===== config.mk =====
export PLATFORM = sky130hd
export DESIGN_NAME = irq_status_logic
export DESIGN_NICKNAME = d
export VERILOG_FILES = /design/src/design/irq_status_pkg.sv /design/src/design/event_bus_if.sv /design/src/design/irq_pair.sv /design/src/design/irq_status_logic.sv
export VERILOG_INCLUDE_DIRS = /design/src /design/src/design
export SDC_FILE = /design/constraint.sdc
export NUM_CORES = 1
export LEC_CHECK = 0
export BUFFER_PORTS_ARGS = -buffer_cell sky130_fd_sc_hd__buf_2
export CAP_MARGIN = 20
export CORE_ASPECT_RATIO = 2
export CORE_UTILIZATION = 25
export CTS_CLUSTER_DIAMETER = 60
export DETAILED_ROUTE_END_ITERATION = 6
export PLACE_DENSITY_LB_ADDON = 0.3
export SLEW_MARGIN = 20
export SYNTH_ARGS = -nofsm -noshare
export SYNTH_HDL_FRONTEND = slang
export SYNTH_SLANG_ARGS = --single-unit

===== constraint.sdc =====
create_clock -name sys_clk -period 3.4 [get_ports sys_clk]
set_clock_uncertainty 0.1 [all_clocks]
set_input_delay 1.02 -clock sys_clk [delete_from_list [all_inputs] [get_ports sys_clk]]
set_output_delay 1.02 -clock sys_clk [all_outputs]
set_load 0.005 [all_outputs]

===== src/design/irq_status_params.svh =====
`ifndef IRQ_STATUS_PARAMS_SVH
`define IRQ_STATUS_PARAMS_SVH

// Register addresses on the host port
`define ADDR_SELFTEST 8'h1C
`define ADDR_IRQ_EN2 8'h1D
`define ADDR_IRQ_ST2 8'h1E
`define ADDR_QPTR 8'h1F

`define RST_WORD 16'h0000

// Self-test flag positions
`define ST_PROTO_DONE 15
`define ST_PROTO_BUSY 14
`define ST_PROTO_PASS 13
`define ST_PROTO_ABORT 12
`define ST_PROTO_ANY 11
`define ST_RAM_DONE 7
`define ST_RAM_BUSY 6
`define ST_RAM_PASS 5

// Second interrupt register bit positions
`define IRQ_SUMMARY 15
`define IRQ_INSTR_PAR 14
`define IRQ_ILL_CMD 13
`define IRQ_Q_ROLL 12
`define IRQ_STACK 11
`define IRQ_OPCODE 10
`define IRQ_RT_STK 9
`define IRQ_RT_CIRC 8
`define IRQ_MON_STK 7
`define IRQ_MON_DATA 6
`define IRQ_USER_HI 5
`define IRQ_USER_LO 2
`define IRQ_SELFTEST 1
`define IRQ_FIRST_REG 0
`define IRQ_EVENT_MASK 16'h7FFE

// Queue pointer fields
`define QP_BASE_HI 15
`define QP_BASE_LO 6
`define QP_NEXT_HI 5
`define QP_NEXT_LO 0

// Controller message status word positions
`define MS_DONE 15
`define MS_ACTIVE 14
`define MS_BUS_B 13
`define MS_ERR 12
`define MS_RT_STATUS_UNEXPECTED 11
`define MS_FORMAT 10
`define MS_TIMEOUT 9
`define MS_LOOPBACK 8
`define MS_MSTAT 7
`define MS_RETRY_HI 6
`define MS_RETRY_LO 5
`define MS_GOODDATA 4
`define MS_ADDR_GAP 3
`define MS_LENGTH 2
`define MS_SYNC 1
`define MS_BADWORD 0
`define RS_MASK_HI 14
`define RS_MASK_LO 9
`define RS_UNEXP_HI 10

// Response gap figures: minimum gap and clock period in nanoseconds, then minimum in cycles and counter width
`define GAP_MIN_NS 4000
`define CLK_PERIOD_NS 100
`define GAP_MIN_CYC ((`GAP_MIN_NS + `CLK_PERIOD_NS - 1) / `CLK_PERIOD_NS)
`define GAP_CNT_W 8

`endif


===== src/design/irq_status_pkg.sv =====
package irq_status_pkg;
    typedef enum logic [1:0] {
        MODE_BC = 2'b00,
        MODE_RT = 2'b01,
        MODE_MON = 2'b10,
        MODE_RTMON = 2'b11
    } op_mode_t;

    typedef enum logic [1:0] {
        MSG_IDLE = 2'b00,
        MSG_RUN = 2'b01,
        MSG_WRITE = 2'b10
    } msg_state_t;

    typedef logic [15:0] word_t;
endpackage : irq_status_pkg


===== src/design/event_bus_if.sv =====
`timescale 1ns/1ns
interface event_bus_if;
    logic [15:0] raw;
    logic user_load;
    logic [3:0] user_code;
    modport src (output raw, output user_load, output user_code);
    modport dst (input raw, input user_load, input user_code);
endinterface : event_bus_if


===== src/design/irq_pair.sv =====
`timescale 1ns/1ns
`include "irq_status_params.svh"
module irq_pair import irq_status_pkg::*; (
    input wire logic sys_clk,
    input wire logic rst_n,
    event_bus_if.dst ev,
    input wire logic first_pending,
    input wire logic en_we,
    input wire logic [15:0] en_wdata,
    input wire logic clr,
    output word_t en_q,
    output word_t st_q,
    output logic irq_nxt
);
    word_t st_r;
    word_t en_r;
    word_t st_nxt;
    logic pend;

    always_ff @(posedge sys_clk) begin
        if (!rst_n) begin
            en_r <= `RST_WORD;
        end else if (en_we) begin
            en_r <= en_wdata & `IRQ_EVENT_MASK;
        end
    end

    always_comb begin
        st_nxt = clr ? `RST_WORD : st_r;
        // Set beats clear in the same cycle
        st_nxt = st_nxt | (ev.raw & `IRQ_EVENT_MASK);
        if (ev.user_load) begin
            st_nxt[`IRQ_USER_HI:`IRQ_USER_LO] = ev.user_code;
        end
        st_nxt[`IRQ_SUMMARY] = 1'b0;
        st_nxt[`IRQ_FIRST_REG] = 1'b0;
    end

    always_ff @(posedge sys_clk) begin
        if (!rst_n) begin
            st_r <= `RST_WORD;
        end else begin
            st_r <= st_nxt;
        end
    end

    assign pend = |(st_r & en_r & `IRQ_EVENT_MASK);

    always_comb begin
        st_q = st_r;
        st_q[`IRQ_SUMMARY] = pend;
        st_q[`IRQ_FIRST_REG] = first_pending;
    end

    assign en_q = en_r;
    assign irq_nxt = |(st_nxt & en_r & `IRQ_EVENT_MASK);
endmodule : irq_pair


===== src/design/irq_status_logic.sv =====
// Overview of operation
// - Protocol self-test flags bits 15..11 read-only; bits 10..8, 4..0 zero.
// - RAM self-test flags: bit 7 done, 6 busy, 5 passed.
// - Enable bit one passes its event to interrupt output; zero masks it.
// - Status bits set on event regardless of enable.
// - Bit 14 flags sequencer instruction parity error.
// - Bit 13 flags illegal command (terminal) or stored message (monitor).
// - Bit 12 flags queue rollover, queue chosen by mode.
// - Bit 11 call stack fault, bit 10 illegal op code, controller mode.
// - Half-full flags: bits 9, 8, 7, 6 for four structures.
// - IRQ instruction loads its low four parameter bits into bits 5..2.
// - Bit 1 flags self-test completion.
// - Bit 15 any enabled pending; bit 0 mirrors first status register.
// - Queue pointer: base bits 15..6, next entry bits 5..0.
// - Message word: bit 14 during message, bit 15 on completion.
// - Bit 13 one for bus B, zero for bus A.
// - Bit 12 set with any error in 10..8; alone means handshake fail.
// - Bit 11 unexpected status bits 10..0; bit 7 unmasked status bit set.
// - Bit 10 protocol violation; bit 9 late response.
// - Loopback word validity or last-word mismatch sets bit 8.
// - Bits 6..5 retries: 00 none, 01 one, 1x two.
// - Bit 3 address mismatch, or gap under 4 us when checking enabled.
// - Bit 2 count error on transmit only; bit 1 sync; bit 0 bad word.
`timescale 1ns/1ns
`include "irq_status_params.svh"
module irq_status_logic import irq_status_pkg::*; (
    input wire logic sys_clk,
    input wire logic rst_n,
    input wire logic [7:0] reg_addr,
    input wire logic reg_wr,
    input wire logic reg_rd,
    input wire logic [15:0] reg_wdata,
    output logic [15:0] reg_rdata_r,
    input wire logic [1:0] op_mode,
    input wire logic irq_clear,
    input wire logic first_pending,
    input wire logic proto_busy,
    input wire logic proto_pass,
    input wire logic proto_abort,
    input wire logic proto_done,
    input wire logic ram_busy,
    input wire logic ram_pass,
    input wire logic ram_done,
    input wire logic instr_parity_irq,
    input wire logic illegal_command_irq,
    input wire logic queue_rollover_irq,
    input wire logic call_stack_fault_irq,
    input wire logic bad_opcode_irq,
    input wire logic rt_cmd_stack_half_irq,
    input wire logic rt_circ_buf_half_irq,
    input wire logic mon_cmd_stack_half_irq,
    input wire logic mon_data_stack_half_irq,
    input wire logic seq_irq_exec,
    input wire logic [3:0] sequencer_user_irq_code,
    input wire logic selftest_done_irq,
    input wire logic queue_advance,
    input wire logic msg_start,
    input wire logic msg_end,
    input wire logic bus_b_indicator,
    input wire logic msg_is_transmit,
    input wire logic handshake_fail,
    input wire logic [15:0] rt_status_word,
    input wire logic [15:0] expected_status,
    input wire logic [15:0] ctrl_word,
    input wire logic format_err_flag,
    input wire logic reply_valid,
    input wire logic rt_to_rt_late,
    input wire logic loop_word_valid,
    input wire logic loop_word_check,
    input wire logic last_word_mismatch,
    input wire logic [1:0] retry_count,
    input wire logic rt_addr_mismatch,
    input wire logic gap_check_enable,
    input wire logic tx_end,
    input wire logic reply_sync,
    input wire logic word_count_err,
    input wire logic sync_err_flag,
    input wire logic bad_word_flag,
    input wire logic good_data_block,
    output logic irq_out_r,
    output logic msg_word_we_r,
    output logic [15:0] msg_word_r,
    output logic [15:0] queue_pointer_r
);
    event_bus_if ev ();
    word_t en_q;
    word_t st_q;
    logic irq_nxt;
    logic [15:0] selftest_r;
    logic [15:0] msg_nxt;
    logic [15:0] rdata_nxt;
    logic [`GAP_CNT_W-1:0] gap_cnt_r;
    logic gap_run_r;
    logic gap_short;
    logic loop_fail_r;
    logic stat_hit;
    logic mstat_hit;
    logic err_any;
    msg_state_t mstate_r;
    logic is_bc;
    logic is_term;

    assign is_bc = (op_mode == MODE_BC);
    assign is_term = !is_bc;

    // Event map onto the second status register
    always_comb begin
        ev.raw = `RST_WORD;
        ev.raw[`IRQ_INSTR_PAR] = instr_parity_irq & is_bc;
        ev.raw[`IRQ_ILL_CMD] = illegal_command_irq & is_term;
        ev.raw[`IRQ_Q_ROLL] = queue_rollover_irq;
        ev.raw[`IRQ_STACK] = call_stack_fault_irq & is_bc;
        ev.raw[`IRQ_OPCODE] = bad_opcode_irq & is_bc;
        ev.raw[`IRQ_RT_STK] = rt_cmd_stack_half_irq;
        ev.raw[`IRQ_RT_CIRC] = rt_circ_buf_half_irq;
        ev.raw[`IRQ_MON_STK] = mon_cmd_stack_half_irq;
        ev.raw[`IRQ_MON_DATA] = mon_data_stack_half_irq;
        ev.raw[`IRQ_SELFTEST] = selftest_done_irq;
        ev.user_load = seq_irq_exec & is_bc;
        ev.user_code = sequencer_user_irq_code;
    end

    irq_pair u_irq_pair (
        .sys_clk(sys_clk),
        .rst_n(rst_n),
        .ev(ev),
        .first_pending(first_pending),
        .en_we(reg_wr && reg_addr == `ADDR_IRQ_EN2),
        .en_wdata(reg_wdata),
        .clr(irq_clear),
        .en_q(en_q),
        .st_q(st_q),
        .irq_nxt(irq_nxt)
    );

    always_ff @(posedge sys_clk) begin
        if (!rst_n) begin
            irq_out_r <= 1'b0;
        end else begin
            irq_out_r <= irq_nxt;
        end
    end

    // Self-test flags, captured each cycle
    always_ff @(posedge sys_clk) begin
        if (!rst_n) begin
            selftest_r <= `RST_WORD;
        end else begin
            selftest_r <= `RST_WORD;
            selftest_r[`ST_PROTO_DONE] <= proto_done;
            selftest_r[`ST_PROTO_BUSY] <= proto_busy;
            selftest_r[`ST_PROTO_PASS] <= proto_pass;
            selftest_r[`ST_PROTO_ABORT] <= proto_abort;
            selftest_r[`ST_PROTO_ANY] <= proto_done | proto_busy;
            selftest_r[`ST_RAM_DONE] <= ram_done;
            selftest_r[`ST_RAM_BUSY] <= ram_busy;
            selftest_r[`ST_RAM_PASS] <= ram_pass;
        end
    end

    // Queue pointer: host write, hardware advances next-entry field
    always_ff @(posedge sys_clk) begin
        if (!rst_n) begin
            queue_pointer_r <= `RST_WORD;
        end else if (reg_wr && reg_addr == `ADDR_QPTR) begin
            queue_pointer_r <= reg_wdata;
        end else if (queue_advance) begin
            queue_pointer_r[`QP_NEXT_HI:`QP_NEXT_LO] <=
                queue_pointer_r[`QP_NEXT_HI:`QP_NEXT_LO] + 6'h01;
        end
    end

    // Read mux, answered one cycle after the read strobe
    always_comb begin
        unique case (reg_addr)
            `ADDR_SELFTEST: rdata_nxt = selftest_r;
            `ADDR_IRQ_EN2: rdata_nxt = en_q;
            `ADDR_IRQ_ST2: rdata_nxt = st_q;
            `ADDR_QPTR: rdata_nxt = queue_pointer_r;
            default: rdata_nxt = `RST_WORD;
        endcase
    end

    always_ff @(posedge sys_clk) begin
        if (!rst_n) begin
            reg_rdata_r <= `RST_WORD;
        end else if (reg_rd) begin
            reg_rdata_r <= rdata_nxt;
        end
    end

    // Response gap timer, from end of transmit to reply sync
    always_ff @(posedge sys_clk) begin
        if (!rst_n) begin
            gap_cnt_r <= '0;
            gap_run_r <= 1'b0;
        end else if (tx_end) begin
            gap_cnt_r <= '0;
            gap_run_r <= 1'b1;
        end else if (reply_sync) begin
            gap_run_r <= 1'b0;
        end else if (gap_run_r && gap_cnt_r != {`GAP_CNT_W{1'b1}}) begin
            gap_cnt_r <= gap_cnt_r + `GAP_CNT_W'(1);
        end
    end

    assign gap_short = gap_check_enable && reply_sync && gap_run_r &&
        (gap_cnt_r < `GAP_CNT_W'(`GAP_MIN_CYC - 1));

    // Loopback failures collected over a message
    always_ff @(posedge sys_clk) begin
        if (!rst_n) begin
            loop_fail_r <= 1'b0;
        end else if (msg_start && mstate_r == MSG_IDLE) begin
            loop_fail_r <= 1'b0;
        end else if ((loop_word_check && !loop_word_valid) ||
                     last_word_mismatch) begin
            loop_fail_r <= 1'b1;
        end
    end

    assign stat_hit = reply_valid &&
        ((rt_status_word[`RS_UNEXP_HI:0] ^ expected_status[`RS_UNEXP_HI:0])
         != 11'h000);
    assign mstat_hit = reply_valid &&
        ((rt_status_word[`RS_MASK_HI:`RS_MASK_LO] &
          ~ctrl_word[`RS_MASK_HI:`RS_MASK_LO]) != 6'h00);

    always_comb begin
        msg_nxt = msg_word_r;
        err_any = 1'b0;
        if (msg_start && mstate_r == MSG_IDLE) begin
            msg_nxt = `RST_WORD;
            msg_nxt[`MS_ACTIVE] = 1'b1;
            msg_nxt[`MS_BUS_B] = bus_b_indicator;
        end else if (mstate_r == MSG_RUN) begin
            msg_nxt[`MS_RT_STATUS_UNEXPECTED] = msg_word_r[`MS_RT_STATUS_UNEXPECTED] | stat_hit;
            msg_nxt[`MS_MSTAT] = msg_word_r[`MS_MSTAT] | mstat_hit;
            msg_nxt[`MS_FORMAT] = msg_word_r[`MS_FORMAT] |
                format_err_flag;
            msg_nxt[`MS_TIMEOUT] = msg_word_r[`MS_TIMEOUT] |
                rt_to_rt_late;
            msg_nxt[`MS_ADDR_GAP] = msg_word_r[`MS_ADDR_GAP] |
                (reply_valid & rt_addr_mismatch) | gap_short;
            msg_nxt[`MS_LENGTH] = msg_word_r[`MS_LENGTH] |
                (word_count_err & msg_is_transmit);
            msg_nxt[`MS_SYNC] = msg_word_r[`MS_SYNC] | sync_err_flag;
            msg_nxt[`MS_BADWORD] = msg_word_r[`MS_BADWORD] | bad_word_flag;
            if (msg_end) begin
                msg_nxt[`MS_LOOPBACK] = loop_fail_r |
                    (loop_word_check & !loop_word_valid) |
                    last_word_mismatch;
                err_any = msg_nxt[`MS_FORMAT] | msg_nxt[`MS_TIMEOUT] |
                    msg_nxt[`MS_LOOPBACK];
                msg_nxt[`MS_ERR] = err_any | handshake_fail;
                msg_nxt[`MS_RETRY_HI] = retry_count[1];
                msg_nxt[`MS_RETRY_LO] = retry_count[0] & ~retry_count[1];
                msg_nxt[`MS_GOODDATA] = good_data_block & !err_any;
                msg_nxt[`MS_ACTIVE] = 1'b0;
                msg_nxt[`MS_DONE] = 1'b1;
            end
        end
    end

    // Message word writer: one RAM write at start, one at end
    always_ff @(posedge sys_clk) begin
        if (!rst_n) begin
            mstate_r <= MSG_IDLE;
            msg_word_r <= `RST_WORD;
            msg_word_we_r <= 1'b0;
        end else begin
            msg_word_r <= msg_nxt;
            msg_word_we_r <= 1'b0;
            unique case (mstate_r)
                MSG_IDLE: begin
                    if (msg_start) begin
                        mstate_r <= MSG_RUN;
                        msg_word_we_r <= 1'b1;
                    end
                end
                MSG_RUN: begin
                    if (msg_end) begin
                        mstate_r <= MSG_WRITE;
                        msg_word_we_r <= 1'b1;
                    end
                end
                MSG_WRITE: begin
                    mstate_r <= MSG_IDLE;
                end
                default: begin
                    mstate_r <= MSG_IDLE;
                end
            endcase
        end
    end
endmodule : irq_status_logic


### Word-level counts from Yosys, hierarchy flattened

Cells that the tools add are included.

* output and inout port bits: 50
* input port bits: 124
* register bits after elaboration: 106
* word-level logic and storage cells: 108

* $add $sub $neg: 2
* eq/ne operators: 8
* reduce and logical (&&, ||, !) cells: 30
* bitwise operators: 34
* $lt $le $gt $ge: 1
* muxes and demuxes: 16

Operator list (number)
* $pmux 16 s4: 1
* $eq 8x5->1 const B: 4
* $and 15x15->15: 2
* $reduce_or 14->1: 2
* $mux 15: 1
* $or 1x1->1: 15
* $or 15x15->15: 1
* $mux 6: 2
* $reduce_bool 11->1: 1
* $xor 11x11->11: 1
* $and 1x1->1: 10
* $logic_and 1x1->1: 10
* $add 8x1->8 const B: 1
* $lt 8x6->1 const B: 1
* $ne 8x8->1 const B: 1
* $reduce_and 2->1: 4
* $reduce_bool 2->1: 4
* $mux 1: 7
* $add 6x1->6 const B: 1
* $and 6x6->6: 1
* $not 6->6: 1
* $reduce_bool 6->1: 1
* $logic_not 2->1: 2
* $mux 2: 2
* 9 further kinds: 15

### Longest topological paths before layout

* depth after elaboration: 7
* mapped depth: 7
* depth with buffers taken out: 6

### Hierarchy

A second synthesis with hierarchy kept.

* cells, all modules: 479
* area total of the unflattened synthesis: 4558.1 µm²

Modules (own cells, without submodules)
* irq_status_logic: times used 1, cells an instance 351, seq. area each 1401.3 µm², area each 3281.9 µm²
* irq_pair: times used 1, cells an instance 128, seq. area each 560.5 µm², area each 1276.2 µm²

### Least setup slack after synthesis

OpenSTA, ideal clock, no wires.

* path type: input-to-reg
* start: in reg_addr[5]
* end: reg u_irq_pair.en_r[10] (netlist: u_irq_pair.en_q[10])
* required time: 3.176 ns
* arrival time: 2.064 ns
* buffers on the path: 2
* path slack: 1.112 ns
* stages on the path: 7
* cells stage by stage: nand4b_4 nor3_4 and4b_1 buf_6 buf_12 mux2i_1 nor2_1

* longest elaborated chain between the ends: 2

RTL lines
* start: declaration: line irq_status_logic.sv:29 `input wire logic [7:0] reg_addr,`
* $eq 8x5->1
* $logic_and 1x1->1 (no line)
* end signal: assignment: line irq_pair.sv:22 `` en_r <= `RST_WORD; ``
* end signal: assignment: line irq_pair.sv:24 `` en_r <= en_wdata & `IRQ_EVENT_MASK; ``
* end: declaration: line irq_pair.sv:16 `word_t en_r;`

No other way between the ends.
A chain may end at the register's enable or synchronous reset.

### Worst setup path in the final report

* start: in reg_addr[5]
* end: reg queue_pointer_r[1]

* longest elaborated chain between the ends: 3
* elaborated cells between the ends (all ways): 4
* classes of those cells: eq/ne: 1; mux: 1; reduce/logical: 2

RTL lines
* $eq 8x5->1 *
* $logic_and 1x1->1 (no line) *
* $mux 6 or $reduce_bool 2->1 (tied branches)
* end signal: assignment: line irq_status_logic.sv:164 `` queue_pointer_r <= `RST_WORD; ``
* end signal: assignment: line irq_status_logic.sv:166 `queue_pointer_r <= reg_wdata;`
* end signal: indexed assignment: line irq_status_logic.sv:168 `` queue_pointer_r[`QP_NEXT_HI:`QP_NEXT_LO] <= ``
* end: declaration: line irq_status_logic.sv:83 `output logic [15:0] queue_pointer_r`

Mark *: on every way between the ends. The rest lies on a longest branch, timed or not.

==> impl_results.md <==
* First-pass GRT wire length at 20700 um
* Worst setup margin at 1.03 ns
* Post-CTS Hold Buffers at 0
* Initial antenna violation count at 2
* Die Y-Extent at between 150 and 200 um
* Io pins at 174
* Area growth syn-to-layout at 30.1%
* FFs w/ async S/R, synth at 0%
* Synth top area cells: dfxtp_1 (45%), nor2_1 (7.6%), mux2i_1 (6.9%)
* CTS tree: yes
* Synth top area share at 44.9%
* Post-Place Setup Slack at between 0.6 and 0.7 ns
* Number of buffers inserted by port buffering at 157
* Final GP Congestion at 0.749
* Sequential area share after synthesis at between 40% and 50%
* Setup TNS at 0 ns
* Minimum clock period at 2.37 ns
* CP startpoint: reg_addr[5]
* CP endpoint kind: flop
* 1st-pass router iterations at 4
* Max-cap violations at 0
* Synth Cell Area at 0.00437 mm^2
* Syn nets at around 600
* Number of synthesized flops with an enable pin at 0
* Utilization after layout at 33.1%
* Post-detail-place hpwl at 10700 um
* Final setup viols at 0
* Crit Path Category: input port to flop
* Final Cycle Share at 69.6%
* Post-route ant nets at 0
* Core footprint at 0.0172 mm^2
* DP Area at 0.00537 mm^2
* Die width at 95.5 um
* RR Startpoint: gap_cnt_r[0]
* Vias per cell at 4.67
* Post-Syn Area per Cell at 9.17 um^2
* Slew @ Worst Pin at 0.627 ns
* Routed vias at just under 4000
* Hold Path Class: flop to flop
* Clock Tree Buf Depth at 2
* Synth Warn # at 0
* Largest net degree at the start of global routing at between 50 and 60
* WL/cell at about 16 um
* Pwr/cell area at approximately 440 mW/mm^2
* Synthesis-stage register bit count at about 100
* CP Data Arrival Time at 2.52 ns
* Hold Slack at 0.358 ns
* DRT iter0 DRCs at 100
* Clock root cell: clkbuf_16
* Most common flop cell mapped by yosys: dfxtp_1
* Die Area at 0.0181 mm^2
* Total GRT Usage at 15.6%
* Relative slew slack at 58.2%
* PostCTS Resize Cnt at 0
* Top-count cell post-synth: dfxtp_1
* RSZ-0062 raised after global routing: false
* Min-Delay Startpoint: msg_word_r[6]
* Routed WL at about 14000 um
* Vias in the first global route at 3906
* Cts bufs inserted at 9
* Mapped Cells at 477
* Fin. Hold Viols at 0
* H-tree lvl count at 3
* Final net count at approximately 760
* Post-CTS Setup Inserts at 0
* Peak Freq at 423 MHz
* Worst setup SP type: input port
* Worst Path Required at between 3 and 4 ns
* Max rail drop VDD at 0.213 mV
* Remaining global-route overflow at 0
* Finished Layout Cells at 845
* Synth cell count leaders: dfxtp_1 (98), nor2_1 (89), mux2i_1 (30)
* Remaining DRCs at 0
* Clk pin slew, worst setup/hold paths at roughly 0.070 ns
* Num rows at a little under 70
* Clock Latency Late Sink at ~0.34 ns
* Area leader, netlist: dfxtp_1
* Leakage at 2.53 nW
* Dpl cells at 828
* Design Power at 2.53 mW
* Synth cell types at 55
* CP max FO at 16
* Design area at roughly 0.0057 mm^2
* Status: completed
* Proportion of layout cells with a drive suffix above 1 at 31.2%
* Starting Density at 25.5%
* # clock sinks at 98
* Slew Viols, Final at 0
worst max-delay path, cell delays in order:
cell and delay (ns):
buf_2 0.10, nand4b_4 0.16, nor3_4 0.25, nand4_2 0.38, buf_4 0.36, a211oi_1 0.24
path summary, 6_finish.rpt:
path | end | cells after the start | slack (ns)
worst min-delay path | msg_word_r[6] | 2 | 0.36
worst max-delay path | queue_pointer_r[1] | 6 | 1.03
worst min register to register | msg_word_r[6] | 2 | 0.36
worst max register to register | gap_cnt_r[4] | 6 | 1.73
cell usage in the layout (no fill, tap or decap), types with 3 or more instances in the layout:
cell type,netlist,layout
nand4_1,6,6
clkbuf_16,0,9
o21ai_0,14,14
xnor2_1,7,7
nand3_1,7,7
a21oi_1,27,27
nor3_1,3,3
o22ai_1,5,5
nand2_1,19,19
buf_2,4,157
nand2b_1,5,5
mux2i_1,30,30
a22oi_1,5,5
nor2_1,89,89
a31oi_1,6,6
a211oi_1,9,9
dfxtp_1,98,98
a22o_1,11,11
mux4_2,7,7
xor2_1,15,15
and2b_1,3,3
nor2b_1,25,25
and2_1,13,13
mux2_2,5,5
buf_4,1,7
nor4_1,4,4
inv_1,15,15
report_power, final:
group          internal [mW]  switching (mW)
logic                  0.110           0.121
registers               1.18          0.0199
clock network          0.648           0.455
flip-flops by register name, indices dropped and copies added, names as in the netlist:
signal,cells
gap_cnt_r,8
gap_run_r,1
irq_out_r,1
loop_fail_r,1
msg_word_r,16
msg_word_we_r,1
mstate_r,2
queue_pointer_r,16
reg_rdata_r,16
selftest_r,8
u_irq_pair.en_q,14
u_irq_pair.st_r,14
metal layers:
layer,global-route usage [%],up-vias,share of wire [%]
met5,0,-,0.095
met4,7.41,2,3.6
met3,3.90,26,5.8
met2,30.6,148,56
met1,14.3,1815,34
li1,-,1953,-
kinds of logic (layout without fill, tap and decap cells):
kind of cell	count (synthesis)	count (layout)	share of synthesized area (%)
AOI/OAI and AO/OA	85	85	12.4
xor gates and xnor gates	22	22	4.41
adders and majority gates	2	2	0.572
buffers and inverters	40	197	4.32
DFF	98	98	44.9
muxes	42	42	11.8
other	0	1	0
and+or+nand+nor	188	188	21.7
cell type report:
cell class | count | area, um^2
Clock buffer | 10 | 229
Antenna cell | 1 | 2.50
Multi-Input combinational cell | 339 | 2230
Inverter | 16 | 60.1
Timing Repair Buffer | 165 | 858
Sequential cell | 98 | 1960
Fill cell | 1872 | 11500
Tap cell | 210 | 263
Clock inverter | 6 | 90.1
(Power assumes the default switching activity.)
